<file path="config.mk">
export PLATFORM = sky130hd
export DESIGN_NAME = vbi_line_type_selector
export DESIGN_NICKNAME = d
export VERILOG_FILES = /design/src/verilog/vlts_pkg.sv /design/src/verilog/vlts_type_decode.sv /design/src/verilog/vbi_line_type_selector.sv
export SDC_FILE = /design/constraint.sdc
export NUM_CORES = 1
export LEC_CHECK = 0
export BUFFER_PORTS_ARGS = -buffer_cell sky130_fd_sc_hd__buf_4
export CAP_MARGIN = 30
export CORE_MARGIN = 5
export CORE_UTILIZATION = 60
export CTS_CLUSTER_SIZE = 25
export DETAILED_ROUTE_END_ITERATION = 8
export GPL_TIMING_DRIVEN = 1
export PLACE_DENSITY_LB_ADDON = 0.2
export SETUP_SLACK_MARGIN = 0.2
export SYNTH_ARGS = -nofsm -noshare
export SYNTH_HDL_FRONTEND = slang
export SYNTH_HIERARCHICAL = 1
export SYNTH_SLANG_ARGS = --single-unit
</file>
<file path="constraint.sdc">
create_clock -name clk -period 17.8 [get_ports clk]
set_input_delay 1.78 -clock clk [delete_from_list [all_inputs] [get_ports clk]]
set_output_delay 1.78 -clock clk [all_outputs]
set_load 0.01 [all_outputs]
</file>
<file path="src/verilog/vlts_pkg.sv">
// What this block does
// 60 Hz reference: offset 06H, 347H, flag set
// 60 Hz first field line n uses entry n
// 60 Hz second field 265-286 use entries 2-23
// 50 Hz reference: offset 03H, 347H, flag clear
// 50 Hz: second field 319-336 use 6-23
// Lines outside entry range use entry 24
// Upper nibble field one, lower nibble field two
// Entry 24 holds until next field begins
// Codes 6 and 15 component, others raw
// Entries 2-24 writable at 41H to 57H
// Drive raw and type controls at line start
package vlts_pkg;

  ////////////////////////////////////////////////////////////////////////////
  // Register map
  localparam logic [7:0] ADDR_ENTRY_FIRST = 8'h41;
  localparam logic [7:0] ADDR_ENTRY_LAST  = 8'h57;
  localparam logic [7:0] ADDR_HORIZONTAL_PIXEL_OFFSET_LOW    = 8'h59;
  localparam logic [7:0] ADDR_VERTICAL_LINE_OFFSET_LOW    = 8'h5A;
  localparam logic [7:0] ADDR_OFF_HIGH    = 8'h5B;

  // Field positions in the combined high register
  localparam int FIELD_OFFSET_FLAG_BIT     = 7;
  localparam int VOFF8_BIT    = 4;
  localparam int HORIZONTAL_PIXEL_OFFSET_HI_MSB  = 2;

  // Entry numbering
  localparam int ENTRY_COUNT  = 23;
  localparam logic [4:0] ENTRY_MIN   = 5'h02;
  localparam logic [4:0] ENTRY_FINAL = 5'h18;

  // Reset values: 50 Hz reference setting, component video everywhere
  localparam logic [7:0]  ENTRY_RESET = 8'hFF;
  localparam logic [10:0] HORIZONTAL_PIXEL_OFFSET_RESET  = 11'h347;
  localparam logic [8:0]  VERTICAL_LINE_OFFSET_RESET  = 9'h003;
  localparam logic        FIELD_OFFSET_FLAG_RESET  = 1'b0;

  // Reference vertical offsets; a deviation shifts the line mapping
  localparam logic [11:0] VERTICAL_LINE_OFFSET_REF_60 = 12'h006;
  localparam logic [11:0] VERTICAL_LINE_OFFSET_REF_50 = 12'h003;

  // Second field line displacement against the first field
  localparam logic [11:0] FIELD2_SHIFT_60 = 12'h107;
  localparam logic [11:0] FIELD2_SHIFT_50 = 12'h139;

  // Data type codes giving component output
  localparam logic [3:0] CODE_COMP_VBI    = 4'h6;
  localparam logic [3:0] CODE_COMP_ACTIVE = 4'hF;

  ////////////////////////////////////////////////////////////////////////////
  // Controls toward scaler and slicer
  typedef struct packed {
    logic [3:0] dataType;
    logic       setRaw;
    logic       vbiLine;
  } vlts_line_ctrl_t;

  // Register bus request
  typedef struct packed {
    logic       write;
    logic       read;
    logic [7:0] addr;
    logic [7:0] wdata;
  } vlts_reg_req_t;

  // True when an address hits the entry table
  function automatic logic vlts_is_entry(input logic [7:0] addr);
    vlts_is_entry = (addr >= ADDR_ENTRY_FIRST) && (addr <= ADDR_ENTRY_LAST);
  endfunction

endpackage

</file>
<file path="src/verilog/vlts_type_decode.sv">
`timescale 1ns/1ns
module vlts_type_decode
  import vlts_pkg::*;
(
  input  wire logic [7:0]      entryValue,
  input  wire logic            secondField,
  output vlts_line_ctrl_t      lineCtrl
);

  logic [3:0] code;

  // Nibble choice by field identity
  assign code = secondField ? entryValue[3:0] : entryValue[7:4];

  // Only the two component codes avoid raw samples
  always_comb
  begin
    lineCtrl.dataType = code;
    lineCtrl.setRaw   = (code != CODE_COMP_VBI) && (code != CODE_COMP_ACTIVE);
    lineCtrl.vbiLine  = (code != CODE_COMP_ACTIVE);
  end

endmodule

</file>
<file path="src/verilog/vbi_line_type_selector.sv">
`timescale 1ns/1ns
module vbi_line_type_selector
  import vlts_pkg::*;
(
  input  wire logic            clk,
  input  wire logic            sys_rst,
  input  wire vlts_reg_req_t   regReq,
  output logic [7:0]           regRdata,
  output logic                 regRvalid,
  input  wire logic [9:0]      lineNumber,
  input  wire logic            secondField,
  input  wire logic [10:0]     pixelCount,
  output logic [3:0]           vbiTypeSelect,
  output logic                 setRaw,
  output logic                 vbiLine,
  output logic                 lineStart
);

  logic [7:0]  lineControlEntry [0:ENTRY_COUNT-1];
  logic [10:0] horizontalPixelOffset;
  logic [8:0]  verticalLineOffset;
  logic        fieldOffsetFlag;
  logic [4:0]  entryIndex;
  logic [4:0]  next_entryIndex;
  logic [11:0] lineShift;
  logic [11:0] relLine;
  logic [7:0]  selEntry;
  logic        selField;
  logic        next_lineStart;
  logic        lineLatched;
  vlts_line_ctrl_t decoded;

  ////////////////////////////////////////////////////////////////////////////
  // Table slot of an entry address; slot 0 holds entry 2, slot 22 entry 24.
  // Callers check the address range first, so the cut never drops a carry.
  function automatic logic [4:0] entrySlot(input logic [7:0] addr);
    entrySlot = 5'(addr - ADDR_ENTRY_FIRST);
  endfunction

  // Field step plus the slide of the vertical offset against the reference
  // of the chosen standard. Worked modulo 4096: an offset below the
  // reference wraps, and the line subtraction undoes the wrap, so the mapping slides as usual.
  function automatic logic [11:0] fieldShift(input logic       flag60,
                                             input logic       second,
                                             input logic [8:0] vertical_line_offset);
    logic [11:0] step;
    logic [11:0] refOffset;
    step      = flag60 ? FIELD2_SHIFT_60 : FIELD2_SHIFT_50;
    refOffset = flag60 ? VERTICAL_LINE_OFFSET_REF_60 : VERTICAL_LINE_OFFSET_REF_50;
    if (!second)
      step = 12'h000;
    fieldShift = step + {3'b000, vertical_line_offset} - refOffset;
  endfunction

  // Entry number for a relative line; anything outside 2..23, wrapped
  // negative values included, falls on the final entry
  function automatic logic [4:0] entryFor(input logic [11:0] rel);
    if (rel[11] || rel < 12'(ENTRY_MIN) || rel >= 12'(ENTRY_FINAL))
      entryFor = ENTRY_FINAL;
    else
      entryFor = rel[4:0];
  endfunction

  ////////////////////////////////////////////////////////////////////////////
  // Entry table writes; index 0 holds entry 2. A write lands on the next
  // edge, so a read of the same entry in that cycle returns the old value.
  always_ff @(posedge clk or posedge sys_rst)
  begin
    if (sys_rst)
    begin
      for (int i = 0; i < ENTRY_COUNT; i++)
        lineControlEntry[i] <= ENTRY_RESET;
    end
    else if (regReq.write && vlts_is_entry(regReq.addr))
    begin
      lineControlEntry[entrySlot(regReq.addr)] <= regReq.wdata;
    end
  end

  // Offset registers; reset to the 50 Hz reference setting.
  // Reserved bits of the high byte are dropped on write and read as zero.
  always_ff @(posedge clk or posedge sys_rst)
  begin
    if (sys_rst)
    begin
      horizontalPixelOffset <= HORIZONTAL_PIXEL_OFFSET_RESET;
      verticalLineOffset    <= VERTICAL_LINE_OFFSET_RESET;
      fieldOffsetFlag       <= FIELD_OFFSET_FLAG_RESET;
    end
    else if (regReq.write)
    begin
      case (regReq.addr)
        ADDR_HORIZONTAL_PIXEL_OFFSET_LOW: horizontalPixelOffset[7:0] <= regReq.wdata;
        ADDR_VERTICAL_LINE_OFFSET_LOW: verticalLineOffset[7:0]    <= regReq.wdata;
        ADDR_OFF_HIGH:
        begin
          fieldOffsetFlag                 <= regReq.wdata[FIELD_OFFSET_FLAG_BIT];
          verticalLineOffset[8]           <= regReq.wdata[VOFF8_BIT];
          horizontalPixelOffset[10:8]     <= regReq.wdata[HORIZONTAL_PIXEL_OFFSET_HI_MSB:0];
        end
        default: ;
      endcase
    end
  end

  ////////////////////////////////////////////////////////////////////////////
  // Registered read port, one cycle after the strobe; unmapped reads zero.
  // Read data holds until the next read, so software may sample it late.
  always_ff @(posedge clk or posedge sys_rst)
  begin
    if (sys_rst)
    begin
      regRdata  <= 8'h00;
      regRvalid <= 1'b0;
    end
    else
    begin
      regRvalid <= regReq.read;
      if (regReq.read)
      begin
        if (vlts_is_entry(regReq.addr))
          regRdata <= lineControlEntry[entrySlot(regReq.addr)];
        else
        begin
          case (regReq.addr)
            ADDR_HORIZONTAL_PIXEL_OFFSET_LOW: regRdata <= horizontalPixelOffset[7:0];
            ADDR_VERTICAL_LINE_OFFSET_LOW: regRdata <= verticalLineOffset[7:0];
            ADDR_OFF_HIGH: regRdata <= {fieldOffsetFlag, 2'b00, verticalLineOffset[8],
                                        1'b0, horizontalPixelOffset[10:8]};
            default:       regRdata <= 8'h00;
          endcase
        end
      end
    end
  end

  ////////////////////////////////////////////////////////////////////////////
  // Line to entry mapping. The flag picks the line standard: set gives the
  // 263-line field step, clear the 313-line step. A vertical offset away from
  // the reference slides the whole mapping by the difference.
  always_comb
  begin
    lineShift = fieldShift(fieldOffsetFlag, secondField, verticalLineOffset);
    relLine   = {2'b00, lineNumber} - lineShift;
  end

  // Entry 24 covers every line outside the table, to the end of the field
  always_comb
  begin
    next_entryIndex = entryFor(relLine);
  end

  // Line start is the pixel position set by the horizontal offset. An offset
  // beyond the line length never matches, and the controls then keep their
  // last value until the offset is brought back into range.
  assign next_lineStart = (pixelCount == horizontalPixelOffset);

  ////////////////////////////////////////////////////////////////////////////
  // Index and field are latched at the start pixel, so the decoder counters
  // may move on at once without upsetting the current line
  always_ff @(posedge clk or posedge sys_rst)
  begin
    if (sys_rst)
    begin
      entryIndex <= ENTRY_FINAL;
      selField   <= 1'b0;
    end
    else if (next_lineStart)
    begin
      entryIndex <= next_entryIndex;
      selField   <= secondField;
    end
  end

  // Table entry for the latched index; entry 24 is the last array word
  assign selEntry = lineControlEntry[5'(entryIndex - ENTRY_MIN)];

  // Nibble pick by field and raw decode of the latched entry
  vlts_type_decode u_decode (
    .entryValue  (selEntry),
    .secondField (selField),
    .lineCtrl    (decoded)
  );

  // Line start pulse, delayed one edge so it rises together with the
  // controls that it announces
  always_ff @(posedge clk or posedge sys_rst)
  begin
    if (sys_rst)
    begin
      lineLatched <= 1'b0;
      lineStart   <= 1'b0;
    end
    else
    begin
      lineLatched <= next_lineStart;
      lineStart   <= lineLatched;
    end
  end

  ////////////////////////////////////////////////////////////////////////////
  // Controls load only one edge after the latch and then hold for the whole
  // line: a table write mid-line waits for the next line start, so software
  // may rewrite entries at any time. Reset shows the field-one code of the
  // reset entry 24, which is a component code.
  always_ff @(posedge clk or posedge sys_rst)
  begin
    if (sys_rst)
    begin
      vbiTypeSelect <= ENTRY_RESET[7:4];
      setRaw        <= 1'b0;
      vbiLine       <= 1'b0;
    end
    else if (lineLatched)
    begin
      vbiTypeSelect <= decoded.dataType;
      setRaw        <= decoded.setRaw;
      vbiLine       <= decoded.vbiLine;
    end
  end

endmodule

</file>
---- Yosys cells after proc, flatten, opt, wreduce, memory -nomap -nowiden ----
Index checks and enable logic that the tools add are counted.
W data, S select, Z words.
word-level totals
  flip-flop bits (word level) ............. 228
  input port bits ......................... 42
  word-level logic and storage cells ...... 82
cells by class
  add/subtract/negate cells ............... 5
  magnitude comparators ................... 7
  equal/unequal tests ..................... 6
  muxes and demuxes ....................... 16
  bitwise logic cells ..................... 2
  reductions and logical operators ........ 9
operator list
  kind                   count
  $bwmux W184            1
  $bmux W8 S5            2
  $mux W8                6
  $demux W8 S5           1
  $eq A8 B7 Y1 const B   3
  $pmux W8 S3            1
  $add A12 B9 Y12        1
  $ge A12 B5 Y1 const B  1
  $ge A6 B6 Y1 const B   2
  $lt A12 B2 Y1 const B  1
  $not A5 Y6             2
  $sub A10 B12 Y12       1
  $sub A12 B3 Y12        1
  $eq A11 B11 Y1         1
  $mux W9                1
  $ge A8 B7 Y1 const B   1
  $le A8 B7 Y1 const B   1
  $lt A6 B1 Y1 const B   1
  $mux W6                1
  $reduce_and A2 Y1      3
  $mux W5                1
  $sub A5 B1 Y5 const B  1
  $sub A5 B2 Y5 const B  1
  $logic_and A1 B1 Y1    4
  other kinds (5)        6

---- Depth between registers and ports, before layout ----
  depth in word-level cells ............... 9
  gate-level depth with buffers ........... 15
  depth with buffers taken out ............ 15

---- Cells and area by module ----
The synthesis kept the hierarchy.
modules (own cells, without submodules)
  module                  times used  cells an instance  area each (um^2)
  vbi_line_type_selector  1           996                13,404.1
  vlts_type_decode        1           13                 100.1

---- Worst setup path after synthesis ----
OpenSTA, ideal clock, no wires.
  kind .................................... input -> register
  from .................................... input secondField
  to ...................................... register entryIndex[4]
  setup time .............................. 0.083 ns
  arrival ................................. 5.330 ns
  required time ........................... 17.717 ns
  setup slack ............................. 12.387 ns
  cell stages on the path ................. 15
  buffers on the path ..................... 0
  cells stage by stage .................... inv_1 -> nor2_1 -> fa_1 -> fa_1 -> inv_1 -> fa_1 -> ha_1 -> inv_1 -> fa_1 -> and2b_1 -> nor2_1 -> o311ai_0 -> xor2_1 -> a22oi_1 -> o32a_1
on the way
  cells in the longest elaborated chain, start to end .. 8
RTL lines
  element                           RTL line                       source
  start: declaration                vbi_line_type_selector.sv:11   input wire logic secondField,
  $mux W9 *                         vbi_line_type_selector.sv:50   if (!second)
  $add A12 B9 Y12 *                 vbi_line_type_selector.sv:52   fieldShift = step + {3'b000, vertical_line_offset} - refOffset;
  $sub A12 B3 Y12 *                 vbi_line_type_selector.sv:52
  $sub A10 B12 Y12 *                vbi_line_type_selector.sv:144  relLine = {2'b00, lineNumber} - lineShift;
  $lt A12 B2 Y1                     vbi_line_type_selector.sv:58   if (rel[11] || rel < 12'(ENTRY_MIN) || rel >= 12'(ENTRY_FINAL))
  $logic_or A1 B1 Y1 (2 in series)  vbi_line_type_selector.sv:58
  $mux W5 *                         vbi_line_type_selector.sv:58
  end signal: assignment            vbi_line_type_selector.sv:170  entryIndex <= next_entryIndex;
  end: declaration                  vbi_line_type_selector.sv:23   logic [4:0] entryIndex;
Mark *: on every way between the ends. The rest lies on a longest branch, timed or not.
A chain may end at the register's enable or synchronous reset.

---- Final worst setup path ----
Ends and elaborated chain as after synthesis.

==> qor.csv <==
metric,value,unit
outcome,finished clean,
synth_xor_area_share,1.61,%
clock_path_buffers,3,
cp.required,18.26,ns
first_pass_iters,7,
area_delta_synth_final,10.9,%
core-area,0.0220,mm^2
finalHoldViolCount,0,
ys_warn_count,6,
ys.flop_type,dfstp_2,
relSlewSlack,15.2,%
switching_share,25.4,%
hold_buffers,0,
antenna_found_initial,0,
synth_compound_area_share,5.29,%
synth_cell_types,60,
vias_per_cell,6.62,
ant_nets,0,
power_frac_comb,13.5,%
grt-ovfl-total,0,
synth_edf_count,0,
drive_gt1_share,60.3,%
min_period,5.26,ns
htree_levels,1,
hp-class,reg -> reg,
grt_pass1_vias,9059,
maxCapViolCount,0,
ys_ff_latch,228,
rows,54,
synth_top_family_by_area,multiplexers,
start_util,61.3,%
yosysMostFrequentCell,mux2_2,
path_clk_slew,0.06,ns
async_flop_share,100,%
tns,0,ns
crit_path_end_kind,flip-flop,
stdcell_count,1343,
worstPathArrival,5.72,ns
n_antenna_cell,0,
cts_buffers,25,
tightest_slew,1.27,ns
routed_wl,34500,um
routedWlPerCell,25.7,um
seqPwrFrac,45.8,%
clock-sinks,228,
dpl.cell_count,1295,
synth-seq-area-share,44.1,%
fin_skew,0.0209,ns
gp_congestion,1.02,
fin_worst_hold_slack,0.514,ns
avgSynthCellArea,13.4,um^2
die_x,160,um
postCtsSetupBuffers,0,
rsz0062_at_grt,false,
fmax,190,MHz
p_sw,319,uW
io_buffers,57,
drtIter0Drc,787,
crit_type,in -> reg,
p_total,1.26,mW
clk_latency,0.53,ns
die_h,160,um
period_share,29.6,%
ir_drop,0.0000689,V
drc,0,
grt_use_total,26.8,%
grt_pass1_wl,53900,um
clockPowerShare,40.7,%
critPathMaxFanout,5,
dp_hpwl,23900,um
synth-simple-area-share,6.15,%
yosys.area.top_type,dfstp_2,
power_density,83.8,mW/mm^2
root_buffer,clkbuf_16,
p_int,936,uW
syn_nets,1096,
nets,1132,
grt_start_max_net_pins,82,
ios,58,
synth_commonest_cells,"209 x mux2_2, 198 x dfstp_2, 88 x mux4_2",
synth_adder_area_share,4.73,%
stdcell_area,0.0150,mm^2
die_area,0.0256,mm^2
postSynthCellCount,1009,
cts_tree,yes,
muxShareOfSynthArea,34.6,%
via_count,8888,
synth_area_leaders,"dfstp_2 39%, mux2_2 17%, mux4_2 15%",
final_max_slew_viol_count,0,
synth.top_cell.area_share,38.5,%
place_area,0.0141,mm^2
start_kind,input pin,
setup_viol,0,
ctsResizeCount,0,
p_leak,5.97,nW
syn_area,0.0135,mm^2
## layout make-up
class,count,area [um^2]
multi-input combinational,668,7080
fill,1591,7040
sequential,228,5960
clock buffer,41,798
timing repair buffer,69,566
tap,280,350
inverter,53,206
clock inverter,4,23.8
## through the flow
step / utilization (%) / worst slack (ns)
3_3_place_gp: 63.9 / 12.09
3_5_place_dp: 64.0 / 12.03
4_1_cts: 67.7 / 12.53
2_1_floorplan: - / 10.10
6_report: 68.0 / 12.54
5_1_grt: 68.0 / 12.33
## state kept, by name, summed over array words and instances (netlist names)
name / flops
lineStart: 1
regRvalid: 1
selField: 1
lineLatched: 1
fieldOffsetFlag: 1
lineControlEntry: 184
setRaw: 1
entryIndex: 5
regRdata: 8
vbiLine: 1
vbiTypeSelect: 4
horizontalPixelOffset: 11
verticalLineOffset: 9
## metal layers
layer,wire length (um),GRT usage (%)
met1,14900,39.5
met2,15900,41.6
met3,2480,4.36
met4,1110,7.74
met5,0,0
## worst paths after layout
kind | startpoint | end | slack, ns | depth (start not counted)
worst max-delay path | secondField | entryIndex[4]$_DFFE_PP1P_ | 12.54 | 16
worst min-delay path | setRaw$_DFFE_PP0P_ | setRaw$_DFFE_PP0P_ | 0.51 | 1
worst max register to register | fieldOffsetFlag$_DFFE_PP0P_ | entryIndex[4]$_DFFE_PP1P_ | 13.48 | 15
worst min register to register | setRaw$_DFFE_PP0P_ | setRaw$_DFFE_PP0P_ | 0.51 | 1
max in group asynchronous | sys_rst | vbiTypeSelect[0]$_DFFE_PP1P_ | 15.49 | 4
min in group asynchronous | sys_rst | horizontalPixelOffset[5]$_DFFE_PP0P_ | 1.33 | 2
## cells by family (layout without fill, tap and decap cells)
logic type,Yosys count,after routing
adder cells (fa/ha/maj),45,45
multiplexers,330,330
XOR/XNOR,24,24
buffers and inverters,113,167
flip-flops,228,228
AO/OA/AOI/OAI,114,114
AND/OR/NAND/NOR,155,155
## power groups by stage
| stage | sequential [mW] | combinational (mW) | clock [mW] |
|---|---|---|---|
| 2_1_floorplan | 0.574 | 0.118 | 0 |
| 3_3_place_gp | 0.580 | 0.162 | 0 |
| 3_5_place_dp | 0.581 | 0.166 | 0 |
| 4_1_cts | 0.574 | 0.167 | 0.519 |
| 5_1_grt | 0.577 | 0.185 | 0.540 |
| 6_report | 0.575 | 0.169 | 0.511 |
## layout by cell type (no fill, tap or decap), types with 7 or more instances in the layout
master and n:
a21oi_1 36, buf_4 66, clkbuf_1 7, clkbuf_16 27
clkbuf_8 7, dfrtp_1 28, dfstp_2 198, fa_1 10
ha_1 34, inv_1 51, mux2_2 209, mux2i_1 27
mux4_2 88, nand2_1 48, nand2_2 11, nand3_1 12
nor2_1 30, nor2_4 9, nor3_1 12, o211ai_1 8
o21ai_0 27, o22ai_1 8, xnor2_1 9, xor2_1 14
## critical path, stage by stage
cell      delay (ns)
buf_4           0.11
inv_1           0.13
nor2_1          0.10
fa_1            0.38
fa_1            0.49
inv_1           0.05
fa_1            0.51
ha_1            0.17
inv_1           0.06
fa_1            0.44
and2b_1         0.25
nor2_1          0.07
o311ai_0        0.42
xor2_1          0.11
a22oi_1         0.41
o32a_1          0.23
(Power assumes the default switching activity.)
